$ cat config.mk
export PLATFORM = sky130hd
export DESIGN_NAME = bce_top
export DESIGN_NICKNAME = d
export VERILOG_FILES = /design/src/inc/bce_pkg.sv /design/src/hdl/bce_top.sv /design/src/hdl/bce_cond_eval.sv /design/src/hdl/bce_avmm_slave.sv
export SDC_FILE = /design/constraint.sdc
export NUM_CORES = 1
export LEC_CHECK = 0
export ABC_AREA = 1
export BUFFER_PORTS_ARGS = -buffer_cell sky130_fd_sc_hd__buf_2
export CORE_MARGIN = 2
export CORE_UTILIZATION = 40
export DETAILED_ROUTE_END_ITERATION = 10
export PLACE_DENSITY = 0.62
export REMOVE_ABC_BUFFERS = 1
export SYNTH_ARGS = -nofsm -noshare
export SYNTH_HDL_FRONTEND = slang
export SYNTH_HIERARCHICAL = 1
export SYNTH_SLANG_ARGS = --single-unit
export TNS_END_PERCENT = 10
$ cat constraint.sdc
create_clock -name clk_in -period 4.26 [get_ports clk_in]
set_input_delay 0.852 -clock clk_in [delete_from_list [all_inputs] [get_ports clk_in]]
set_output_delay 0.852 -clock clk_in [all_outputs]
set_load 0.02 [all_outputs]
$ cat src/inc/bce_pkg.sv
// Shared constants and types for the branch condition evaluator
`default_nettype none

package bce_pkg;

  // Bus geometry
  localparam int ADDR_W = 8;
  localparam int DATA_W = 32;
  localparam int BE_W   = 4;

  // Register byte addresses
  localparam logic [ADDR_W-1:0] OFF_COND_SEL  = 8'h00;
  localparam logic [ADDR_W-1:0] OFF_STATUS    = 8'h04;
  localparam logic [ADDR_W-1:0] OFF_ALL_CODES = 8'h08;
  localparam logic [ADDR_W-1:0] OFF_TAKEN_CNT = 8'h0c;
  localparam logic [ADDR_W-1:0] OFF_SKIP_CNT  = 8'h10;
  localparam logic [ADDR_W-1:0] OFF_CTRL      = 8'h14;
  localparam logic [ADDR_W-1:0] OFF_FLAGS     = 8'hfc;

  // Flag register layout
  localparam int FLAG_C_POS = 7;
  localparam int FLAG_Z_POS = 6;
  localparam int FLAG_S_POS = 5;
  localparam int FLAG_V_POS = 4;

  // Status register layout
  localparam int STAT_SOFT_POS      = 0;
  localparam int STAT_LAST_TAKE_POS = 1;
  localparam int STAT_LAST_CC_LSB   = 4;

  // Control register layout
  localparam int CTRL_FREEZE_POS = 0;

  // Reset values
  localparam logic [7:0]  FLAGS_RESET    = 8'h00;
  localparam logic [3:0]  COND_SEL_RESET = 4'h0;
  localparam logic [15:0] COUNT_RESET    = 16'h0000;
  localparam logic [0:0]  CTRL_RESET     = 1'h0;

  // Condition codes
  localparam logic [3:0] CC_NEVER            = 4'h0;
  localparam logic [3:0] CC_SIGNED_BELOW     = 4'h1;
  localparam logic [3:0] CC_SIGNED_AT_MOST   = 4'h2;
  localparam logic [3:0] CC_UNSIGNED_AT_MOST = 4'h3;
  localparam logic [3:0] CC_OVERFLOW_SET     = 4'h4;
  localparam logic [3:0] CC_SIGN_NEGATIVE    = 4'h5;
  localparam logic [3:0] CC_ZERO_SET         = 4'h6;
  localparam logic [3:0] CC_CARRY_SET        = 4'h7;
  localparam logic [3:0] CC_ALWAYS           = 4'h8;
  localparam logic [3:0] CC_SIGNED_AT_LEAST  = 4'h9;
  localparam logic [3:0] CC_SIGNED_ABOVE     = 4'ha;
  localparam logic [3:0] CC_UNSIGNED_ABOVE   = 4'hb;
  localparam logic [3:0] CC_OVERFLOW_CLEAR   = 4'hc;
  localparam logic [3:0] CC_SIGN_POSITIVE    = 4'hd;
  localparam logic [3:0] CC_RESULT_NONZERO   = 4'he;
  localparam logic [3:0] CC_CARRY_CLEAR      = 4'hf;

  // Shared encodings
  localparam logic [3:0] CC_EQUAL_TEST        = CC_ZERO_SET;
  localparam logic [3:0] CC_UNEQUAL_TEST      = CC_RESULT_NONZERO;
  localparam logic [3:0] CC_UNSIGNED_AT_LEAST = CC_CARRY_CLEAR;
  localparam logic [3:0] CC_UNSIGNED_BELOW    = CC_CARRY_SET;

  // Flags seen by the evaluator
  typedef struct packed {
    logic carry;
    logic zero;
    logic sign;
    logic overflow;
  } bce_flags_t;

  // One bus request as held by the master
  typedef struct packed {
    logic [ADDR_W-1:0] address;
    logic              read;
    logic              write;
    logic [DATA_W-1:0] writedata;
    logic [BE_W-1:0]   byteenable;
  } bce_avmm_req_t;

  // Picks the four tested flags out of the flag byte
  function automatic bce_flags_t unpack_flags(input logic [7:0] raw);
    bce_flags_t f;
    f.carry    = raw[FLAG_C_POS];
    f.zero     = raw[FLAG_Z_POS];
    f.sign     = raw[FLAG_S_POS];
    f.overflow = raw[FLAG_V_POS];
    return f;
  endfunction

endpackage

`default_nettype wire

$ cat src/hdl/bce_top.sv
// Branch condition evaluator with flag register and bus access
//
// Summary of operation
// - Code 1000 is always true, code 0000 is never true.
// - Code 0111 true when carry set, 1111 true when carry clear.
// - Code 0110 true when zero set, 1110 true when zero clear.
// - Code 0100 true when overflow set, 1100 true when overflow clear.
// - Code 1001 true when sign xor overflow is 0, code 0001 when 1.
// - Code 1010 true when zero or (sign xor overflow) is 0, 0010 when 1.
// - Code 1011 true when carry and zero both clear, 0011 when either set.
// - Equal and unequal reuse zero codes; unsigned at least and below reuse carry codes.
`default_nettype none

module bce_top (
  // Clock and reset
  input  wire logic                       clk_in,
  input  wire logic                       rst_n_in,
  // Avalon-MM register slave
  input  wire logic [bce_pkg::ADDR_W-1:0] avs_address_in,
  input  wire logic                       avs_read_in,
  input  wire logic                       avs_write_in,
  input  wire logic [bce_pkg::DATA_W-1:0] avs_writedata_in,
  input  wire logic [bce_pkg::BE_W-1:0]   avs_byteenable_in,
  output logic      [bce_pkg::DATA_W-1:0] avs_readdata_out,
  output logic                            avs_waitrequest_out,
  // Core branch request
  input  wire logic                       core_eval_in,
  input  wire logic [3:0]                 core_cond_in,
  // Core flag update
  input  wire logic                       core_flags_wr_in,
  input  wire logic [7:0]                 core_flags_in,
  // Verdict to the program counter logic
  output logic                            branch_taken_out,
  output logic                            branch_valid_out,
  // Current flag byte
  output logic      [7:0]                 flags_out
);

  // Bus side
  bce_pkg::bce_avmm_req_t    bus_req;
  logic                      bus_capture;
  logic                      bus_commit;
  logic                      bus_wait;
  logic                      wr_lane0;
  logic                      wr_lane1;
  logic [bce_pkg::DATA_W-1:0] rd_word;

  // Registers
  logic [7:0]  flags_q;
  logic [3:0]  cond_sel_q;
  logic [0:0]  ctrl_q;
  logic [15:0] taken_cnt_q;
  logic [15:0] skip_cnt_q;
  logic [3:0]  last_cc_q;
  logic        last_take_q;
  logic        taken_q;
  logic        valid_q;
  logic [bce_pkg::DATA_W-1:0] rdata_q;

  // Evaluator results
  bce_pkg::bce_flags_t flags_view;
  logic                core_verdict;
  logic                soft_verdict;
  logic [15:0]         all_codes;

  // Write strobes per register
  logic wr_cond_sel;
  logic wr_ctrl;
  logic wr_flags;
  logic wr_counts;

  // Gather the held request
  always_comb begin
    bus_req.address    = avs_address_in;
    bus_req.read       = avs_read_in;
    bus_req.write      = avs_write_in;
    bus_req.writedata  = avs_writedata_in;
    bus_req.byteenable = avs_byteenable_in;
  end

  // Bus handshake
  bce_avmm_slave u_slave (
    .clk_in          (clk_in),
    .rst_n_in        (rst_n_in),
    .req_in          (bus_req),
    .waitrequest_out (bus_wait),
    .capture_out     (bus_capture),
    .commit_out      (bus_commit)
  );

  // Byte lanes of a committed write
  assign wr_lane0 = bus_commit & bus_req.write & bus_req.byteenable[0];
  assign wr_lane1 = bus_commit & bus_req.write & bus_req.byteenable[1];

  // Address decode of committed writes
  assign wr_cond_sel = wr_lane0 & (bus_req.address == bce_pkg::OFF_COND_SEL);
  assign wr_ctrl     = wr_lane0 & (bus_req.address == bce_pkg::OFF_CTRL);
  assign wr_flags    = wr_lane0 & (bus_req.address == bce_pkg::OFF_FLAGS);
  assign wr_counts   = (wr_lane0 | wr_lane1) &
                       ((bus_req.address == bce_pkg::OFF_TAKEN_CNT) |
                        (bus_req.address == bce_pkg::OFF_SKIP_CNT));

  // Tested flags from the flag register
  assign flags_view = bce_pkg::unpack_flags(flags_q);

  // Core request evaluated in its own cycle
  bce_cond_eval u_core_eval (
    .cond_in       (core_eval_in),
    .flags_in      (flags_view),
    .code_in       (core_cond_in),
    .result_out    (core_verdict),
    .all_codes_out ()
  );

  // Software test code and the whole verdict table
  bce_cond_eval u_soft_eval (
    .cond_in       (1'b1),
    .flags_in      (flags_view),
    .code_in       (cond_sel_q),
    .result_out    (soft_verdict),
    .all_codes_out (all_codes)
  );

  // Flag register, core update wins over a bus write unless frozen
  always_ff @(posedge clk_in) begin
    if (!rst_n_in) begin
      flags_q <= bce_pkg::FLAGS_RESET;
    end else if (core_flags_wr_in && !ctrl_q[bce_pkg::CTRL_FREEZE_POS]) begin
      flags_q <= core_flags_in;
    end else if (wr_flags) begin
      flags_q <= bus_req.writedata[7:0];
    end
  end

  // Software test code select
  always_ff @(posedge clk_in) begin
    if (!rst_n_in) begin
      cond_sel_q <= bce_pkg::COND_SEL_RESET;
    end else if (wr_cond_sel) begin
      cond_sel_q <= bus_req.writedata[3:0];
    end
  end

  // Control register
  always_ff @(posedge clk_in) begin
    if (!rst_n_in) begin
      ctrl_q <= bce_pkg::CTRL_RESET;
    end else if (wr_ctrl) begin
      ctrl_q <= bus_req.writedata[bce_pkg::CTRL_FREEZE_POS +: 1];
    end
  end

  // Registered verdict to the core
  always_ff @(posedge clk_in) begin
    if (!rst_n_in) begin
      taken_q <= 1'b0;
      valid_q <= 1'b0;
    end else begin
      taken_q <= core_verdict;
      valid_q <= core_eval_in;
    end
  end

  // Last evaluated code and verdict
  always_ff @(posedge clk_in) begin
    if (!rst_n_in) begin
      last_cc_q   <= bce_pkg::COND_SEL_RESET;
      last_take_q <= 1'b0;
    end else if (core_eval_in) begin
      last_cc_q   <= core_cond_in;
      last_take_q <= core_verdict;
    end
  end

  // Taken counter, a count in the clearing cycle survives
  always_ff @(posedge clk_in) begin
    if (!rst_n_in) begin
      taken_cnt_q <= bce_pkg::COUNT_RESET;
    end else if (wr_counts) begin
      taken_cnt_q <= (core_eval_in && core_verdict) ? 16'h0001 : bce_pkg::COUNT_RESET;
    end else if (core_eval_in && core_verdict) begin
      taken_cnt_q <= 16'(taken_cnt_q + 16'h0001);
    end
  end

  // Not-taken counter, same clearing behaviour
  always_ff @(posedge clk_in) begin
    if (!rst_n_in) begin
      skip_cnt_q <= bce_pkg::COUNT_RESET;
    end else if (wr_counts) begin
      skip_cnt_q <= (core_eval_in && !core_verdict) ? 16'h0001 : bce_pkg::COUNT_RESET;
    end else if (core_eval_in && !core_verdict) begin
      skip_cnt_q <= 16'(skip_cnt_q + 16'h0001);
    end
  end

  // Read mux, unmapped addresses read zero
  always_comb begin
    rd_word = '0;
    unique case (bus_req.address)
      bce_pkg::OFF_COND_SEL: begin
        rd_word[3:0] = cond_sel_q;
      end
      bce_pkg::OFF_STATUS: begin
        rd_word[bce_pkg::STAT_SOFT_POS]          = soft_verdict;
        rd_word[bce_pkg::STAT_LAST_TAKE_POS]     = last_take_q;
        rd_word[bce_pkg::STAT_LAST_CC_LSB +: 4]  = last_cc_q;
      end
      bce_pkg::OFF_ALL_CODES: begin
        rd_word[15:0] = all_codes;
      end
      bce_pkg::OFF_TAKEN_CNT: begin
        rd_word[15:0] = taken_cnt_q;
      end
      bce_pkg::OFF_SKIP_CNT: begin
        rd_word[15:0] = skip_cnt_q;
      end
      bce_pkg::OFF_CTRL: begin
        rd_word[bce_pkg::CTRL_FREEZE_POS +: 1] = ctrl_q;
      end
      bce_pkg::OFF_FLAGS: begin
        rd_word[7:0] = flags_q;
      end
      default: begin
        rd_word = '0;
      end
    endcase
  end

  // Read data held from the first cycle of a read
  always_ff @(posedge clk_in) begin
    if (!rst_n_in) begin
      rdata_q <= '0;
    end else if (bus_capture && bus_req.read) begin
      rdata_q <= rd_word;
    end
  end

  // Outputs
  assign avs_readdata_out    = rdata_q;
  assign avs_waitrequest_out = bus_wait;
  assign branch_taken_out    = taken_q;
  assign branch_valid_out    = valid_q;
  assign flags_out           = flags_q;

endmodule

`default_nettype wire

$ cat src/hdl/bce_cond_eval.sv
// Combinational condition code evaluator
`default_nettype none

module bce_cond_eval (
  // Code and flags
  input  wire logic                cond_in,
  input  wire bce_pkg::bce_flags_t flags_in,
  input  wire logic [3:0]          code_in,
  // Verdicts
  output logic                     result_out,
  output logic [15:0]              all_codes_out
);

  // Verdict of one code against one flag set
  function automatic logic eval_code(input logic [3:0] code, input bce_pkg::bce_flags_t f);
    logic sv;
    logic r;
    sv = f.sign ^ f.overflow;
    r  = 1'b0;
    unique case (code)
      bce_pkg::CC_NEVER:            r = 1'b0;
      bce_pkg::CC_ALWAYS:           r = 1'b1;
      bce_pkg::CC_CARRY_SET:        r = f.carry;
      bce_pkg::CC_CARRY_CLEAR:      r = ~f.carry;
      bce_pkg::CC_ZERO_SET:         r = f.zero;
      bce_pkg::CC_RESULT_NONZERO:   r = ~f.zero;
      bce_pkg::CC_SIGN_POSITIVE:    r = ~f.sign;
      bce_pkg::CC_SIGN_NEGATIVE:    r = f.sign;
      bce_pkg::CC_OVERFLOW_SET:     r = f.overflow;
      bce_pkg::CC_OVERFLOW_CLEAR:   r = ~f.overflow;
      bce_pkg::CC_SIGNED_AT_LEAST:  r = ~sv;
      bce_pkg::CC_SIGNED_BELOW:     r = sv;
      bce_pkg::CC_SIGNED_ABOVE:     r = ~(f.zero | sv);
      bce_pkg::CC_SIGNED_AT_MOST:   r = f.zero | sv;
      bce_pkg::CC_UNSIGNED_ABOVE:   r = ~f.carry & ~f.zero;
      bce_pkg::CC_UNSIGNED_AT_MOST: r = f.carry | f.zero;
    endcase
    return r;
  endfunction

  // Same-cycle verdict, no storage
  always_comb begin
    result_out = cond_in & eval_code(code_in, flags_in);
  end

  // Verdict of every code at once
  always_comb begin
    for (int i = 0; i < 16; i++) begin
      all_codes_out[i] = eval_code(4'(i), flags_in);
    end
  end

endmodule

`default_nettype wire

$ cat src/hdl/bce_avmm_slave.sv
// Avalon-MM handshake with one wait state per access
`default_nettype none

module bce_avmm_slave (
  // Clock and reset
  input  wire logic                   clk_in,
  input  wire logic                   rst_n_in,
  // Request from the master
  input  wire bce_pkg::bce_avmm_req_t req_in,
  // Handshake
  output logic                        waitrequest_out,
  output logic                        capture_out,
  output logic                        commit_out
);

  logic wait_q;
  logic wait_d;
  logic active;

  // Any request at all
  assign active = req_in.read | req_in.write;

  // Drop waitrequest for one cycle after a request is seen
  always_comb begin
    wait_d = 1'b1;
    if (wait_q && active) begin
      wait_d = 1'b0;
    end
  end

  // Waitrequest flop, high while idle
  always_ff @(posedge clk_in) begin
    if (!rst_n_in) begin
      wait_q <= 1'b1;
    end else begin
      wait_q <= wait_d;
    end
  end

  // Load read data now, commit writes at the accepting edge
  assign waitrequest_out = wait_q;
  assign capture_out     = wait_q & active;
  assign commit_out      = ~wait_q & active;

endmodule

`default_nettype wire

==> impl_results.md, run 1 <==
* Status: finished clean
* R2R cell count at 14
* Wire length per cell at 13.7 um
* Min-Delay Path Class: register to register
* Final Setup Violations at 0
* Initial antenna violation count at 0
* Diodes inserted at 0
* Slew of the pin with the lowest slew margin at 1.03 ns
* Clock Path Buffers at 2
* Final Max Slew Viols at 0
* Grt ovf at 0
* Fin crit share at 0.606
* Initial DRC Count at 401
* Io pins at 105
* Mapped cell area at 0.00466 mm^2
* CP delay by family, top: simple AND/OR/NAND/NOR gates
* H-Tree Depth at 3
* TritonRoute pass-1 iters at 6
* Critical Path AT at 2.77 ns
* RSZ-0062 raised after global routing: no
* CP Capture Type: register
* PostCTS Resize Cnt at 0
* TNS Setup at 0 ns
* Total track usage at 0.211
* Critical-path top delay cell: nand2_1
* Vias in the first global route at 4610
* CTS Buf Count at 9
* WP depth at 11
* Chip height at 112 um
* CTS Root Cell: clkbuf_16
* Worst VDD drop at 0.000180 V
* Fraction of layout cells with a size suffix above 1 at 0.155
* Pwr dens at 317 mW/mm^2
* Dpl cells at 919
* Critical-path maximum fanout at 50
* Via count at 4911
* Final cell count without fillers at 935
* Cell count after synthesis at 741
* Most common cell after layout, fill and taps aside: nand2_1
* Max-Cap Viols at 0
* RD Place Congestion at 0.887
* Slowest stage delay, CP at 0.37 ns
* Die area at 0.0125 mm^2
* Final WL at 12.8 mm
* Core Region at 0.0114 mm^2
* Most frequent CP cell: nor2_1
* Yosys warning count at 6
* Worst Setup Path Type: primary input to register
* Fmax at 387 MHz
* Final Core Density at 0.458
* PortBufs at 62
* Clock sink count at 69
* Clk slew on worst S/H paths at 0.06 ns
* Crit start category: primary input
* Vias/cell at 5.25
* CTS tree: yes
* Largest net degree at the start of global routing at 51
* Final Hold Viols at 0
* Area Growth Syn to Fin at 12.1%
* DP Wirelength at 9.24 mm
* Leading cell types in the layout, fill and taps excluded: nand2_1 (191), nand3_1 (100), nor2_1 (86)
* # Post-CTS Setup Buffers at 0
* Tmin final at 2.58 ns
* DRC Markers at 0
* Relative max-transition margin at 0.315
* Die Width at 112 um
* Clk_lat worst skew at 0.34 ns
* CTS Hold Bufs at 0
* Worst clock skew at 0.00548 ns
* Nets at 851
* FP Rows at 39
* Hold Path Stages at 1
* Leak pwr at 2.37 nW
* DRT antenna net count at 0
* Starting Density at 0.408
* Critical path cell sequence: buf_2 -> inv_1 -> nand2_1 -> nor2_1 -> nand2_1 -> nand2_2 -> nand2_4 -> nand2_1 -> nor2_1 -> nor2_1 -> nor2_1
* CP Data Required Time at 4.45 ns
* Buffer and inverter count on the worst path at 2
* Syn Area/Cell at 6.29 um^2
* First-pass GRT wire length at 21.9 mm
per-layer routing:
layer  wire length [um]  part of all wire  GRT usage  up-vias
met2               5950              0.46      0.354      159
met5                  0                 0          0        -
li1                   -                 -          -     2484
met3                757             0.059     0.0386       24
met1               5850              0.46      0.271     2244
met4                255             0.020     0.0772        0
sequential cells by signal (all words and copies together), names as in the netlist, 4 cells and up:
register / count
avs_readdata_out: 16
cond_sel_q: 4
last_cc_q: 4
skip_cnt_q: 16
flags_out: 8
taken_cnt_q: 16
final cells by class:
class,instances,area [um^2]
clock buffer,10,239
multi-input combinational,566,2740
tap,143,179
timing repair buffer,66,340
sequential,69,1380
fill,1226,6190
inverter,75,282
clock inverter,6,62.6
metrics by stage:
stage | worst slack, ns | total power, W | cell area [um^2] | hold WS (ns)
after CTS | 1.68 | 0.00167 | 5230 | 0.464
after global routing | 1.51 | 0.00173 | 5230 | 0.479
after global placement | 1.41 | 0.000906 | 4920 | 0.426
after floorplan | 1.77 | 0.000831 | 4400 | 0.463
after detailed placement | 1.33 | 0.000910 | 4920 | 0.452
final | 1.68 | 0.00166 | 5230 | 0.463
where the power goes:
group,total (W),switching [W],internal [W]
clock network,0.000760,0.000294,0.000467
logic,0.000211,0.000146,0.0000653
registers,0.000687,0.0000223,0.000664
path summary, 6_finish.rpt:
kind              slack (ns)                               start                                 end
setup / recovery        1.68                   avs_address_in[5]         taken_cnt_q[0]$_SDFFE_PN0P_
hold / removal          0.46  u_slave/waitrequest_out$_SDFF_PN1_  u_slave/waitrequest_out$_SDFF_PN1_
setup reg to reg        1.88           flags_out[4]$_SDFFE_PN0P_         taken_cnt_q[9]$_SDFFE_PN0P_
hold reg to reg         0.46  u_slave/waitrequest_out$_SDFF_PN1_  u_slave/waitrequest_out$_SDFF_PN1_
(Power assumes the default switching activity.)
==> run 2: changes to the inputs <==
--- a/config.mk
+++ b/config.mk
@@ -5,12 +5,12 @@
 export SDC_FILE = /design/constraint.sdc
 export NUM_CORES = 1
 export LEC_CHECK = 0
-export ABC_AREA = 1
+export ABC_AREA = 0
 export BUFFER_PORTS_ARGS = -buffer_cell sky130_fd_sc_hd__buf_2
 export CORE_MARGIN = 2
 export CORE_UTILIZATION = 40
 export DETAILED_ROUTE_END_ITERATION = 10
-export PLACE_DENSITY = 0.62
+export PLACE_DENSITY = 0.65
 export REMOVE_ABC_BUFFERS = 1
 export SYNTH_ARGS = -nofsm -noshare
 export SYNTH_HDL_FRONTEND = slang
==> constraint.sdc (replaced) <==
create_clock -name clk_in -period 2.3 [get_ports clk_in]
set_input_delay 0.46 -clock clk_in [delete_from_list [all_inputs] [get_ports clk_in]]
set_output_delay 0.46 -clock clk_in [all_outputs]
set_load 0.02 [all_outputs]
==> run 2 against run 1 <==
Effect of this change:
- worst hold slack worse by 0.095 ns
- global-route usage is 1.5 points lower
- combinational power is 100% higher
- die area is 11% lower
- routed wire length is 15% lower
- design area is 5.9% lower
- clock skew is 0.0052 ns higher
- power is 51% higher
- area after synthesis is 12% lower
- worst setup slack worse by 1.6 ns
- clock-buffer cell count is 1 higher
- largest power group is now registers
- non-clock buffer count is 34 higher
==> impl_results.md, run 2 <==
* Nets at 630
* PortBufs at 62
* Via count at 3766
* Slew of the pin with the lowest slew margin at 0.724 ns
* Relative max-transition margin at 0.517
* Hold Path Stages at 2
* Fmax at 450 MHz
* Leading cell types in the layout, fill and taps excluded: dfxtp_1 (67), buf_2 (62), nand2_1 (46)
* R2R cell count at 10
* WP depth at 10
* DRT antenna net count at 0
* CP delay by family, top: simple AND/OR/NAND/NOR gates
* RD Place Congestion at 0.884
* Fin crit share at 0.965
* FP Rows at 37
* Core Region at 0.0101 mm^2
* TritonRoute pass-1 iters at 4
* Final Setup Violations at 0
* Final Hold Viols at 0
* Reg-to-reg slack, setup at 0.08 ns
* Grt ovf at 0
* Yosys warning count at 6
* Io pins at 105
* H-Tree Depth at 3
* Clk slew on worst S/H paths at 0.07 ns
* Worst VDD drop at 0.000255 V
* Vias in the first global route at 3520
* Clk_lat worst skew at 0.35 ns
* Vias/cell at 5.34
* Area Growth Syn to Fin at 19.3%
* Chip height at 105 um
* Cell count after synthesis at 490
* Slowest stage delay, CP at 0.34 ns
* Final WL at 10.9 mm
* Worst clock skew at 0.0106 ns
* Crit. Startpoint: flags_out[4]$_SDFFE_PN0P_
* Mapped cell area at 0.00412 mm^2
* Largest net degree at the start of global routing at 23
* Wire length per cell at 15.4 um
* CP Capture Type: register
* First-pass GRT wire length at 17.4 mm
* Pwr dens at 509 mW/mm^2
* Initial antenna violation count at 0
* Buffer and inverter count on the worst path at 3
* Clock sink count at 69
* Instance area at placement at 0.00466 mm^2
* Final total power at 0.00250 W
* TNS Setup at 0 ns
* Most common cell after layout, fill and taps aside: dfxtp_1
* Max-Cap Viols at 0
* Final Cell Area at 0.00492 mm^2
* Critical Path AT at 2.50 ns
* CTS Root Cell: clkbuf_8
* Critical-path maximum fanout at 4
* RSZ-0062 raised after global routing: yes
* Critical-path top delay cell: dfxtp_2
* # Post-CTS Setup Buffers at 0
* Die area at 0.0111 mm^2
* Diodes inserted at 0
* Status: finished clean
* Total track usage at 0.196
* Die Width at 105 um
* Most frequent CP cell: buf_4
* DP Wirelength at 8.13 mm
* Critical R2R Capture: skip_cnt_q[4]$_SDFFE_PN0P_
* CTS tree: yes
* Min-Delay Path Class: primary input to register
* CTS Buf Count at 9
* Crit start category: register
* Syn Area/Cell at 8.41 um^2
* Leak pwr at 2.01 nW
* Worst Setup Path Type: register to register
* Final Max Slew Viols at 0
* Hold EP: u_slave/waitrequest_out$_SDFF_PN1_
* Clock Path Buffers at 2
* CP Data Required Time at 2.58 ns
* Critical path cell sequence: buf_4 -> xnor2_4 -> mux2i_1 -> o311a_1 -> a31oi_4 -> buf_4 -> nand3b_1 -> buf_4 -> or3_1 -> a21oi_1
* Hold_sp: avs_read_in
* RR Startpoint: flags_out[4]$_SDFFE_PN0P_
* Initial DRC Count at 184
* DRC Markers at 0
* Starting Density at 0.406
* Fraction of layout cells with a size suffix above 1 at 0.246
* Tmin final at 2.22 ns
-- run 2: worst max-delay path by stage --
stage                                               to  slack [ns]
after detailed placement  taken_cnt_q[14]$_SDFFE_PN0P_       -0.25
after floorplan           taken_cnt_q[14]$_SDFFE_PN0P_       -0.18
after global routing        skip_cnt_q[4]$_SDFFE_PN0P_       -0.03
final                       skip_cnt_q[4]$_SDFFE_PN0P_        0.08
after global placement    taken_cnt_q[15]$_SDFFE_PN0P_       -0.19
after CTS                   skip_cnt_q[9]$_SDFFE_PN0P_        0.04
-- run 2: power by group --
| group | switching, W | internal, W |
|---|---|---|
| combinational | 0.000254 | 0.000175 |
| clock | 0.000443 | 0.000374 |
| sequential | 0.0000303 | 0.00123 |
-- run 2: through the flow --
step           utilization  hold slack [ns]  std cells  setup WS, ns
2_1_floorplan            -            0.456        455        -0.180
3_3_place_gp         0.459            0.432        691        -0.192
3_5_place_dp         0.459            0.447        691        -0.251
4_1_cts              0.475            0.367        705        0.0371
5_1_grt              0.485            0.393        705       -0.0303
6_report             0.485            0.368        705        0.0798
-- run 2: repair_timing --
| item | in CTS | in global routing |
|---|---|---|
| gates cloned | 0 | 0 |
| endpoints found under the setup margin | 8 | 12 |
| hold buffers | 0 | 0 |
| gates resized for setup | 3 | 13 |
| endpoints found under the hold margin | 0 | 0 |
| pin swaps | 0 | 4 |
-- run 2: area by class of cell --
class / instances / area [um^2]
clock buffers: 11 / 131
flip-flops and latches: 69 / 1380
fillers: 955 / 5220
inverters: 12 / 45.0
clock inverters: 3 / 15.0
repair buffers: 100 / 608
multi-input cells: 374 / 2560
well taps: 136 / 170
-- run 2: per-layer routing --
| metal | track usage | part of all wire |
|---|---|---|
| met5 | 0 | 0 |
| met2 | 0.321 | 0.47 |
| met4 | 0.0962 | 0.031 |
| met3 | 0.0328 | 0.047 |
| met1 | 0.248 | 0.45 |
